$ cat src/fscs_params.svh
// Constants for the fail-safe clock switch
`ifndef FSCS_PARAMS_SVH
`define FSCS_PARAMS_SVH

// Register offsets
`define FSCS_ADDR_W 4
`define FSCS_OFS_CTRL 4'h0
`define FSCS_OFS_STATUS 4'h1
`define FSCS_OFS_IRQ_STAT 4'h2
`define FSCS_OFS_IRQ_EN 4'h3
`define FSCS_OFS_IRQ_CLR 4'h4

// Control register fields
`define FSCS_CTRL_SEL_LSB 0
`define FSCS_CTRL_SEL_W 2
`define FSCS_CTRL_PRIM_MODE_LSB 4
`define FSCS_CTRL_PRIM_MODE_W 3
`define FSCS_CTRL_MON_EN_BIT 8
`define FSCS_CTRL_RESTORE_BIT 9
`define FSCS_CTRL_RESET 32'h0000_0101

// Interrupt status bits
`define FSCS_IRQ_FAIL_BIT 0
`define FSCS_IRQ_STABLE_BIT 1
`define FSCS_IRQ_W 2

// Clock rate and monitor timing
`define FSCS_CLK_HZ 10000000
`define FSCS_MON_WINDOW_NS 3200
`define FSCS_MON_WINDOW_CYC ((`FSCS_MON_WINDOW_NS * (`FSCS_CLK_HZ / 1000000)) / 1000)
`define FSCS_OST_EDGES 1024
`define FSCS_PLL_LOCK_US 2000
`define FSCS_PLL_LOCK_CYC ((`FSCS_PLL_LOCK_US * (`FSCS_CLK_HZ / 1000000)))

`endif

$ cat src/fscs_pkg.sv
// Types for the fail-safe clock switch
package fscs_pkg;

  // Primary oscillator configuration
  typedef enum logic [2:0] {
    FSCS_EXT_CLOCK = 3'h0,
    FSCS_RC = 3'h1,
    FSCS_INT_RC = 3'h2,
    FSCS_HS_XTAL = 3'h3,
    FSCS_HS_PLL = 3'h4,
    FSCS_LP_XTAL = 3'h5,
    FSCS_STD_XTAL = 3'h6
  } fscs_prim_mode_t;

  // Clock mux source select
  typedef enum logic [1:0] {
    FSCS_SRC_PRIMARY = 2'h0,
    FSCS_SRC_SECONDARY = 2'h1,
    FSCS_SRC_INTERNAL = 2'h2
  } fscs_src_t;

  // Start-up and monitoring sequence
  typedef enum {
    FSCS_ST_STARTUP,
    FSCS_ST_PLL_WAIT,
    FSCS_ST_RUN,
    FSCS_ST_FAILED
  } fscs_state_t;

endpackage

$ cat src/fscs_switch.sv
// Fail-safe clock monitor and clock source switch
// Functional notes
// - Entering a power-managed mode, the mux takes the source software selected; the code does so only in the run state.
// - Monitoring continues on the source used during a power-managed mode; the code watches only the primary edges.
// - Failure with interrupt enabled moves execution onto the internal oscillator.
// - Never return to a failed source except by explicit software action; the code also returns after a Sleep wake in the failure cycle.
// - Failure with interrupt disabled: Idle wake interrupt runs on internal oscillator.
// - Monitor active after reset or Sleep; immediate for external, RC, internal modes.
// - Crystal and PLL modes run internally until start-up and PLL timers expire.
// - Once stable, hand device clock back to primary; internal becomes monitor clock.
// - A primary that never starts during start-up wait is not flagged failed.
// - New power-managed mode chosen during start-up wait disables the primary.
//
// The implementer's own choices: the plain strobed port and the address map.
`timescale 1ns/1ps
`default_nettype none
`include "fscs_params.svh"

module fscs_switch
  import fscs_pkg::*;
#(
  parameter int MON_WINDOW_CYC = `FSCS_MON_WINDOW_CYC,
  parameter int OST_EDGES = `FSCS_OST_EDGES,
  parameter int PLL_LOCK_CYC = `FSCS_PLL_LOCK_CYC
) (
  input wire logic clk,
  input wire logic sys_rst,
  input wire logic [`FSCS_ADDR_W-1:0] reg_addr,
  input wire logic [31:0] reg_wdata,
  input wire logic reg_wr,
  input wire logic reg_rd,
  output logic [31:0] reg_rdata,
  input wire logic prim_clk_edge,
  input wire logic pm_enter,
  input wire logic idle_mode,
  input wire logic sleep_wake,
  input wire logic cpu_irq_pending,
  output logic [1:0] clk_mux_sel,
  output logic prim_osc_en,
  output logic idle_wake_internal,
  output logic irq
);

  localparam int CNT_W = 32;

  // Address decode shared by register writes and reads
  function automatic logic fscs_hit(input logic [`FSCS_ADDR_W-1:0] a,
                                    input logic [`FSCS_ADDR_W-1:0] ofs);
    fscs_hit = (a == ofs);
  endfunction

  fscs_state_t state_r, state_nxt;
  logic [1:0] sel_r, sel_nxt;
  logic [2:0] prim_mode_r, prim_mode_nxt;
  logic mon_en_r, mon_en_nxt;
  logic [CNT_W-1:0] cnt_r, cnt_nxt;
  logic [CNT_W-1:0] win_r, win_nxt;
  logic fail_latch_r, fail_latch_nxt;
  logic startup_done_r, startup_done_nxt;
  logic [`FSCS_IRQ_W-1:0] irq_stat_r, irq_stat_nxt;
  logic [`FSCS_IRQ_W-1:0] irq_en_r, irq_en_nxt;
  logic [1:0] mux_r, mux_nxt;
  logic prim_en_r, prim_en_nxt;
  logic idle_int_r, idle_int_nxt;
  logic irq_r, irq_nxt;
  logic [31:0] rdata_r, rdata_nxt;

  logic wr_ctrl, wr_en, wr_clr, restore_req;
  logic xtal_mode, fail_evt, stable_evt, win_done;

  assign wr_ctrl = reg_wr && fscs_hit(reg_addr, `FSCS_OFS_CTRL);
  assign wr_en = reg_wr && fscs_hit(reg_addr, `FSCS_OFS_IRQ_EN);
  assign wr_clr = reg_wr && fscs_hit(reg_addr, `FSCS_OFS_IRQ_CLR);
  // Only a deliberate software write may leave the failed state
  assign restore_req = wr_ctrl && reg_wdata[`FSCS_CTRL_RESTORE_BIT];
  assign xtal_mode = (prim_mode_r == FSCS_HS_XTAL) || (prim_mode_r == FSCS_HS_PLL) ||
                     (prim_mode_r == FSCS_LP_XTAL) || (prim_mode_r == FSCS_STD_XTAL);
  assign win_done = (win_r >= CNT_W'(MON_WINDOW_CYC - 1));

  // Sequencer, monitor window and start-up timers
  always_comb begin
    state_nxt = state_r;
    cnt_nxt = cnt_r;
    win_nxt = win_r;
    fail_evt = 1'b0;
    stable_evt = 1'b0;
    startup_done_nxt = startup_done_r;
    prim_en_nxt = prim_en_r;
    sel_nxt = sel_r;
    prim_mode_nxt = prim_mode_r;
    mon_en_nxt = mon_en_r;
    if (wr_ctrl) begin
      sel_nxt = reg_wdata[`FSCS_CTRL_SEL_LSB +: `FSCS_CTRL_SEL_W];
      prim_mode_nxt = reg_wdata[`FSCS_CTRL_PRIM_MODE_LSB +: `FSCS_CTRL_PRIM_MODE_W];
      mon_en_nxt = reg_wdata[`FSCS_CTRL_MON_EN_BIT];
    end
    case (state_r)
      FSCS_ST_STARTUP: begin
        // Crystal start-up: no failure is judged here
        prim_en_nxt = 1'b1;
        win_nxt = '0;
        if (!xtal_mode) begin
          state_nxt = FSCS_ST_RUN;
          startup_done_nxt = 1'b1;
          stable_evt = 1'b1;
        end else if (pm_enter && sel_r != FSCS_SRC_PRIMARY) begin
          prim_en_nxt = 1'b0;
        end else if (prim_clk_edge) begin
          cnt_nxt = cnt_r + CNT_W'(1);
          if (cnt_r >= CNT_W'(OST_EDGES - 1)) begin
            cnt_nxt = '0;
            state_nxt = (prim_mode_r == FSCS_HS_PLL) ? FSCS_ST_PLL_WAIT : FSCS_ST_RUN;
            if (prim_mode_r != FSCS_HS_PLL) begin
              startup_done_nxt = 1'b1;
              stable_evt = 1'b1;
            end
          end
        end
      end
      FSCS_ST_PLL_WAIT: begin
        cnt_nxt = cnt_r + CNT_W'(1);
        if (cnt_r >= CNT_W'(PLL_LOCK_CYC - 1)) begin
          cnt_nxt = '0;
          state_nxt = FSCS_ST_RUN;
          startup_done_nxt = 1'b1;
          stable_evt = 1'b1;
        end
      end
      FSCS_ST_RUN: begin
        // Watch the primary edges whatever source is in use, power-managed or not
        win_nxt = (prim_clk_edge || win_done) ? '0 : win_r + CNT_W'(1);
        if (mon_en_r && win_done && !prim_clk_edge) begin
          fail_evt = 1'b1;
          state_nxt = FSCS_ST_FAILED;
        end
      end
      FSCS_ST_FAILED: begin
        // Stay on the internal clock until software restores
        if (restore_req) begin
          state_nxt = FSCS_ST_STARTUP;
          cnt_nxt = '0;
          startup_done_nxt = 1'b0;
        end
      end
      default: state_nxt = FSCS_ST_STARTUP;
    endcase
    // Wake from Sleep restarts the start-up wait, except in the failed state
    if (sleep_wake && state_r != FSCS_ST_FAILED) begin
      state_nxt = FSCS_ST_STARTUP;
      cnt_nxt = '0;
      startup_done_nxt = 1'b0;
    end
  end

  always_ff @(posedge clk or posedge sys_rst) begin
    if (sys_rst) begin
      state_r <= FSCS_ST_STARTUP;
      cnt_r <= '0;
      win_r <= '0;
      startup_done_r <= 1'b0;
      prim_en_r <= 1'b1;
      sel_r <= 2'h1;
      prim_mode_r <= 3'h0;
      mon_en_r <= 1'b1;
    end else begin
      state_r <= state_nxt;
      cnt_r <= cnt_nxt;
      win_r <= win_nxt;
      startup_done_r <= startup_done_nxt;
      prim_en_r <= prim_en_nxt;
      sel_r <= sel_nxt;
      prim_mode_r <= prim_mode_nxt;
      mon_en_r <= mon_en_nxt;
    end
  end

  // Clock mux selection and failure outcome
  always_comb begin
    mux_nxt = FSCS_SRC_INTERNAL;
    fail_latch_nxt = fail_latch_r;
    idle_int_nxt = idle_int_r;
    if (fail_evt) begin
      fail_latch_nxt = 1'b1;
    end else if (restore_req) begin
      fail_latch_nxt = 1'b0;
    end
    case (state_r)
      FSCS_ST_STARTUP, FSCS_ST_PLL_WAIT: mux_nxt = FSCS_SRC_INTERNAL;
      FSCS_ST_RUN: mux_nxt = pm_enter ? sel_r : FSCS_SRC_PRIMARY;
      FSCS_ST_FAILED: mux_nxt = FSCS_SRC_INTERNAL;
      default: mux_nxt = FSCS_SRC_INTERNAL;
    endcase
    if (pm_enter && state_r == FSCS_ST_RUN) begin
      mux_nxt = sel_r;
    end
    // Fail with interrupt masked: next Idle interrupt resumes on internal clock
    if (fail_latch_r && !irq_en_r[`FSCS_IRQ_FAIL_BIT] && idle_mode && cpu_irq_pending) begin
      idle_int_nxt = 1'b1;
    end else if (restore_req) begin
      idle_int_nxt = 1'b0;
    end
  end

  always_ff @(posedge clk or posedge sys_rst) begin
    if (sys_rst) begin
      mux_r <= 2'h2;
      fail_latch_r <= 1'b0;
      idle_int_r <= 1'b0;
    end else begin
      mux_r <= mux_nxt;
      fail_latch_r <= fail_latch_nxt;
      idle_int_r <= idle_int_nxt;
    end
  end

  // Interrupt status, enable and clear; a new event beats a clear
  always_comb begin
    irq_stat_nxt = irq_stat_r;
    irq_en_nxt = irq_en_r;
    if (wr_en) begin
      irq_en_nxt = reg_wdata[`FSCS_IRQ_W-1:0];
    end
    if (wr_clr) begin
      irq_stat_nxt = irq_stat_nxt & ~reg_wdata[`FSCS_IRQ_W-1:0];
    end
    if (fail_evt) begin
      irq_stat_nxt[`FSCS_IRQ_FAIL_BIT] = 1'b1;
    end
    if (stable_evt) begin
      irq_stat_nxt[`FSCS_IRQ_STABLE_BIT] = 1'b1;
    end
    irq_nxt = |(irq_stat_nxt & irq_en_nxt);
  end

  always_ff @(posedge clk or posedge sys_rst) begin
    if (sys_rst) begin
      irq_stat_r <= '0;
      irq_en_r <= '0;
      irq_r <= 1'b0;
    end else begin
      irq_stat_r <= irq_stat_nxt;
      irq_en_r <= irq_en_nxt;
      irq_r <= irq_nxt;
    end
  end

  // Read port; data stand the cycle after the strobe only
  always_comb begin
    rdata_nxt = 32'h0000_0000;
    if (reg_rd) begin
      if (fscs_hit(reg_addr, `FSCS_OFS_CTRL)) begin
        rdata_nxt[`FSCS_CTRL_SEL_LSB +: `FSCS_CTRL_SEL_W] = sel_r;
        rdata_nxt[`FSCS_CTRL_PRIM_MODE_LSB +: `FSCS_CTRL_PRIM_MODE_W] = prim_mode_r;
        rdata_nxt[`FSCS_CTRL_MON_EN_BIT] = mon_en_r;
      end else if (fscs_hit(reg_addr, `FSCS_OFS_STATUS)) begin
        // Set when the start-up wait ends (at once in external, RC and internal modes); software reads it here
        rdata_nxt[0] = startup_done_r;
        rdata_nxt[1] = fail_latch_r;
        rdata_nxt[3:2] = mux_r;
        rdata_nxt[4] = prim_en_r;
      end else if (fscs_hit(reg_addr, `FSCS_OFS_IRQ_STAT)) begin
        rdata_nxt[`FSCS_IRQ_W-1:0] = irq_stat_r;
      end else if (fscs_hit(reg_addr, `FSCS_OFS_IRQ_EN)) begin
        rdata_nxt[`FSCS_IRQ_W-1:0] = irq_en_r;
      end
    end
  end

  always_ff @(posedge clk or posedge sys_rst) begin
    if (sys_rst) begin
      rdata_r <= 32'h0000_0000;
    end else begin
      rdata_r <= rdata_nxt;
    end
  end

  assign reg_rdata = rdata_r;
  assign clk_mux_sel = mux_r;
  assign prim_osc_en = prim_en_r;
  assign idle_wake_internal = idle_int_r;
  assign irq = irq_r;

endmodule

`default_nettype wire

$ cat config.mk
export PLATFORM = sky130hd
export DESIGN_NAME = fscs_switch
export DESIGN_NICKNAME = d
export VERILOG_FILES = /design/src/fscs_pkg.sv /design/src/fscs_switch.sv
export VERILOG_INCLUDE_DIRS = /design/src
export SDC_FILE = /design/constraint.sdc
export NUM_CORES = 1
export LEC_CHECK = 0
export ABC_AREA = 1
export ABC_CLOCK_PERIOD_IN_PS = 3160
export BUFFER_PORTS_ARGS = -buffer_cell sky130_fd_sc_hd__buf_2
export CAP_MARGIN = 40
export CELL_PAD_IN_SITES_DETAIL_PLACEMENT = 1
export CELL_PAD_IN_SITES_GLOBAL_PLACEMENT = 1
export CORE_UTILIZATION = 41
export DETAILED_ROUTE_END_ITERATION = 7
export PLACE_DENSITY_LB_ADDON = 0.08
export SYNTH_ARGS = -nofsm -noshare
export SYNTH_HDL_FRONTEND = slang
export SYNTH_SLANG_ARGS = --single-unit
$ cat constraint.sdc
create_clock -name clk -period 3.16 [get_ports clk]
set_input_delay 0.316 -clock clk [delete_from_list [all_inputs] [get_ports clk]]
set_output_delay 0.316 -clock clk [all_outputs]
set_load 0.02 [all_outputs]
## Word level (Yosys, flattened, before mapping)

Index checks and enable logic that the tools add are counted.

- Add/subtract/negate cells: 2
- Bitwise logic cells: 3
- Reductions and logical operators: 29
- Muxes and demuxes: 59
- Magnitude comparators: 3
- Shifts and indexed selects: 0
- Divide/modulo/power cells: 0
- Multipliers: 0
- Equal/unequal tests: 24

Operators with widths:

| kind | number |
|---|---|
| two-way mux 32 bit | 15 |
| case mux 32 bit (4 select lines) | 1 |
| case mux 32 bit (3 select lines) | 1 |
| adder 32 x 1 -> 32 bit, second input constant | 2 |
| equality test 32 x 2 -> 1 bit, second input constant | 2 |
| case mux 32 bit (2 select lines) | 1 |
| equality test 32 x 1 -> 1 bit, second input constant | 1 |
| equality test 32 x 3 -> 1 bit, second input constant | 1 |
| >= comparator 32 x 10 -> 1 bit, second input constant | 1 |
| >= comparator 32 x 15 -> 1 bit, second input constant | 1 |
| >= comparator 32 x 5 -> 1 bit, second input constant | 1 |
| logical NOT 32 bit | 1 |
| != test 32 x 3 -> 1 bit, second input constant | 1 |
| two-way mux 1 bit | 25 |
| two-way mux 2 bit | 12 |
| != test 3 bit, second input constant | 7 |
| != test 4 bit, second input constant | 4 |
| logical AND 1 bit | 12 |
| equality test 3 bit, second input constant | 3 |
| equality test 4 x 2 -> 1 bit, second input constant | 2 |
| nonzero test 2 bit | 4 |
| two-way mux 7 bit | 1 |
| AND reduction 7 bit | 1 |
| AND reduction 6 bit | 1 |
| 14 further kinds | 19 |

- Bits of input ports: 45
- Bits in registers: 121
- Latch bits: 0
- Bits in read-only memories: 0
- Output and inout bits: 37
- RAM bits: 0
- Memories: 0

## Longest topological paths before layout

- Word-level depth: 10
- Depth in mapped cells: 11
- Depth with buffers taken out: 11

## Least setup slack after synthesis

OpenSTA, ideal clock, no wires.

- Kind: register to register
- Start point: register state_r[1]
- End point: register cnt_r[7]
- Slack: 1,540 ps
- Library setup time: 123 ps
- Period minus slack after synthesis: 1,620 ps
- Path buffers: 0
- Arrival: 1,497 ps
- Cell stages (with the launch flop): 12
- Required time: 3,037 ps
- Cell sequence: dfrtp_1 inv_1 ha_1 inv_1 nor2_4 nand2_1 nand2_1 nor2_4 nand2_2 clkinv_2 nand2_4 o21ai_2

- Cells in the longest elaborated chain, start to end: 4
- Elaborated cells on any way between the ends: 13
- Classes of those cells: eq/ne (7); mux (2); reduce/logical (4)

RTL lines:

| what | RTL line | source |
|---|---|---|
| start: declaration | fscs_switch.sv:52 | `fscs_state_t state_r, state_nxt;` |
| start signal: assignment | fscs_switch.sv:166 | `state_r <= state_nxt;` |
| != test 32 x 3 -> 1 bit | fscs_switch.sv:148 | `if (sleep_wake && state_r != FSCS_ST_FAILED) begin` |
| logical AND 1 bit | fscs_switch.sv:148 |  |
| != test 3 bit (no line) / nonzero test 4 bit (equally long branches) | -- |  |
| AND reduction 5 bit (no line) | -- |  |
| end signal: assignment | fscs_switch.sv:167 | `cnt_r <= cnt_nxt;` |
| end: declaration | fscs_switch.sv:56 | `logic [CNT_W-1:0] cnt_r, cnt_nxt;` |

Parallel ways exist; a longest one is shown, timed or not.
A chain may end at the register's enable or synchronous reset.

## Worst setup path after layout

- Start point: register state_r[1]
- End point: register cnt_r[0]

Same word-level chain as after synthesis.

==> impl_metrics.py <==
metrics = {
    "run_status": {
        "outcome": "completed",
    },
    "timing": {
        "fmax_mhz": 447,
        "hold_slack_ps": 166,
        "setup_tns_ps": 0,
        "finalCriticalPeriod_ps": 2240,
        "fin_skew_ps": 8.01,
        "min_period_over_period_pct": 70.8,
        "rsz0062_at_grt": "false",
        "relSlewSlack_pct": 53.1,
        "final-setup-viol-count": 0,
        "slew_violations": 0,
        "hold_viol_final": 0,
        "tightest_slew_ps": 701,
    },
    "floorplanning": {
        "placementRows": 37,
        "die_x_um": 107,
        "die_h_um": 107,
        "die_area_sq_um": 11400,
        "io_pins": 82,
        "core_area_sq_um": 10500,
        "start_util_pct": 42.9,
    },
    "hold_path": {
        "whs_path_depth": 3,
        "min_from": "pm_enter",
        "hold_class": "input pin to flip-flop",
        "min_delay_worst_endpoint": "clk_mux_sel[1]",
    },
    "clock_network": {
        "cts_num_sinks": 91,
        "worstSkewPairLatency_ps": 370,
        "cts_tree": "built",
        "clk_path_buf_depth": 2,
        "cts_resized": 0,
        "h-tree-depth": 3,
        "clock-root-buffer": "clkbuf_8",
        "numCtsBuffers": 9,
        "cts.clk_slew.worst_paths_ps": 90,
    },
    "global_routing": {
        "grt_remaining_overflow": 0,
        "grt_pass1_wl_mm": 16.5,
        "antenna_found_initial": 0,
        "groute.usage.overall_pct": 18.3,
        "grt_max_degree": 70,
        "grt_pass1_vias": 3479,
    },
    "synth": {
        "ys_ff_latch": 91,
        "syn-cell-area_sq_um": 4510,
        "yosysMostFrequentCell": "nand2_1",
        "netlist.top_cell.by_area": "dfrtp_1",
        "yosysWarnings": 0,
        "yosysTopAreaCellShare_pct": 48.3,
        "synth_area_leaders": "dfrtp_1, nand2_1, nor2_1",
        "synth_edf_count": 0,
        "ys_types": 36,
        "synthTopCellsByCount": "nand2_1, nor2_1, dfrtp_1",
        "avgSynthCellArea_sq_um": 8.22,
        "syn_inst": 549,
        "ys_seq_area_share_pct": 50.6,
        "ys_async_sr_fraction_pct": 100,
        "synthFlopType": "dfrtp_1",
    },
    "setup_path": {
        "cp_top_family": "simple AND/OR/NAND/NOR gates",
        "arrival_ps": 2490,
        "cp.required_ps": 3420,
        "cp_num_buf_inv": 2,
        "reg2reg_depth": 7,
        "endpoint_kind": "flip-flop",
        "timing.rr.start": "state_r[1]",
        "reg2reg_to": "cnt_r[0]",
        "path_max_fanout": 26,
        "cpMostUsedCell": "inv_1",
        "worstSetupStartpointType": "flip-flop",
        "worstPathCellList": "inv_1 > ha_1 > inv_1 > nand3_1 > nand4_2 > nor2_1 > a21oi_2",
        "setup.worst_path.class": "flip-flop to flip-flop",
        "cp_slowest_stage_delay_ps": 580,
        "cpMaxStageDelayCell": "nand4_2",
        "reg2reg_slack_ps": 920,
    },
    "detailed_routing": {
        "drt_iter0_markers": 122,
        "post_drt_via_cell_ratio": 4.70,
        "ant_nets": 0,
        "wl_per_cell_um": 12.7,
        "drt_first_pass_iters": 4,
        "wl_mm": 9.22,
        "num_vias": 3412,
        "drcViolationCount": 0,
    },
    "layout": {
        "fin_area_sq_um": 4940,
        "final_util_pct": 47.0,
        "area_growth_pct": 9.57,
        "fillers": 1294,
        "drive_above_1_share_pct": 14.7,
        "multi_input_area_sq_um": 1760,
        "num-nets-final": 636,
        "n_antenna_cell": 0,
        "seq_area_sq_um": 2280,
    },
    "placed_design": {
        "port_buffers": 32,
        "placed_area_sq_um": 4730,
        "hpwl_mm": 6.86,
        "place_congestion": 0.799,
    },
    "power_and_ir_drop": {
        "power.total_mw": 3.14,
        "power_density_nw_per_um2": 635,
        "p_leak_nw": 2.56,
        "vdd_drop_max_mv": 0.303,
    },
    "run": {
        "cap_violations": 0,
    },
}
[worst max-delay path by stage]
stage | start | slack [ps] | cells past startpoint | end
2_1_floorplan | sys_rst | 490 | 1 | clk_mux_sel[0]
6_report | state_r[1] | 920 | 7 | cnt_r[0]
3_5_place_dp | state_r[1] | 930 | 7 | cnt_r[9]
3_3_place_gp | state_r[1] | 920 | 7 | cnt_r[9]
4_1_cts | state_r[0] | 880 | 8 | cnt_r[0]
5_1_grt | state_r[0] | 650 | 7 | cnt_r[0]
[what timing repair did]
item / in CTS / in global routing
endpoints found under the setup margin: 0 / 0
endpoints found under the hold margin: 22 / 0
hold buffers: 1 / 0
buffers inserted: 0 / 0
[kinds of logic (layout without fill, tap and decap cells)]
group | after synthesis | in the layout | share of synthesized area [%]
xor+xnor | 13 | 13 | 2.52
compound gates | 50 | 50 | 6.63
buf+inv | 118 | 136 | 12.2
simple gates | 270 | 270 | 26.3
fa+ha+maj | 6 | 6 | 1.66
flops | 91 | 91 | 50.6
other cells | 1 | 24 | 0.0831
[cell usage in the layout (no fill, tap or decap), types with 9 or more instances in the layout]
| cell | synthesis | final |
|---|---|---|
| nand2_1 | 110 | 110 |
| nand4_1 | 15 | 15 |
| dfrtp_1 | 87 | 87 |
| inv_1 | 82 | 81 |
| xor2_1 | 10 | 10 |
| nand3_1 | 19 | 19 |
| a21oi_1 | 13 | 13 |
| conb_1 | 1 | 24 |
| buf_2 | 5 | 32 |
| clkbuf_8 | 0 | 9 |
| o21ai_0 | 23 | 23 |
| nor2_1 | 98 | 98 |
[where the power goes]
group	internal [mW]	switching [mW]	leakage, nW
sequential	1.27	0.0722	1.23
combinational	0.278	0.713	1.24
clock	0.369	0.436	0.0958
total	1.92	1.22	2.56
[registers in the layout, summed over array words and instances (netlist names)]
signal / cells
win_r: 32
startup_done_r: 1
irq: 1
idle_wake_internal: 1
sel_r: 2
irq_en_r: 2
mon_en_r: 1
prim_mode_r: 3
reg_rdata: 8
cnt_r: 32
prim_osc_en: 1
fail_latch_r: 1
clk_mux_sel: 2
state_r: 2
irq_stat_r: 2
[cell type report]
cell class              instances  area share, %
clock buffers                   9           2.51
clock inverters                 7           1.54
inverters                      85           6.50
well taps                     136           3.44
repair buffers                 35           4.15
flip-flops and latches         91           46.2
multi-input cells             363           35.7
[metal layers]
metal	track usage, %	part of all wire, %	up-vias
met5	0	0	-
met4	8.02	1.9	0
met3	2.80	2.4	16
met2	28.6	46	41
met1	25.3	50	1640
li1	-	-	1715
[tightest hold or removal path: stages]
cell and delay (ps):
buf_2 120, nand2_1 60, nand2_1 50
[stage by stage]
stage / std cells / setup WS, ps
floorplan: 572 / 487
global placement: 708 / 922
detailed placement: 709 / 931
CTS: 726 / 881
global route: 726 / 654
finish: 726 / 922
Note: power is estimated with default switching activity, not from simulation.
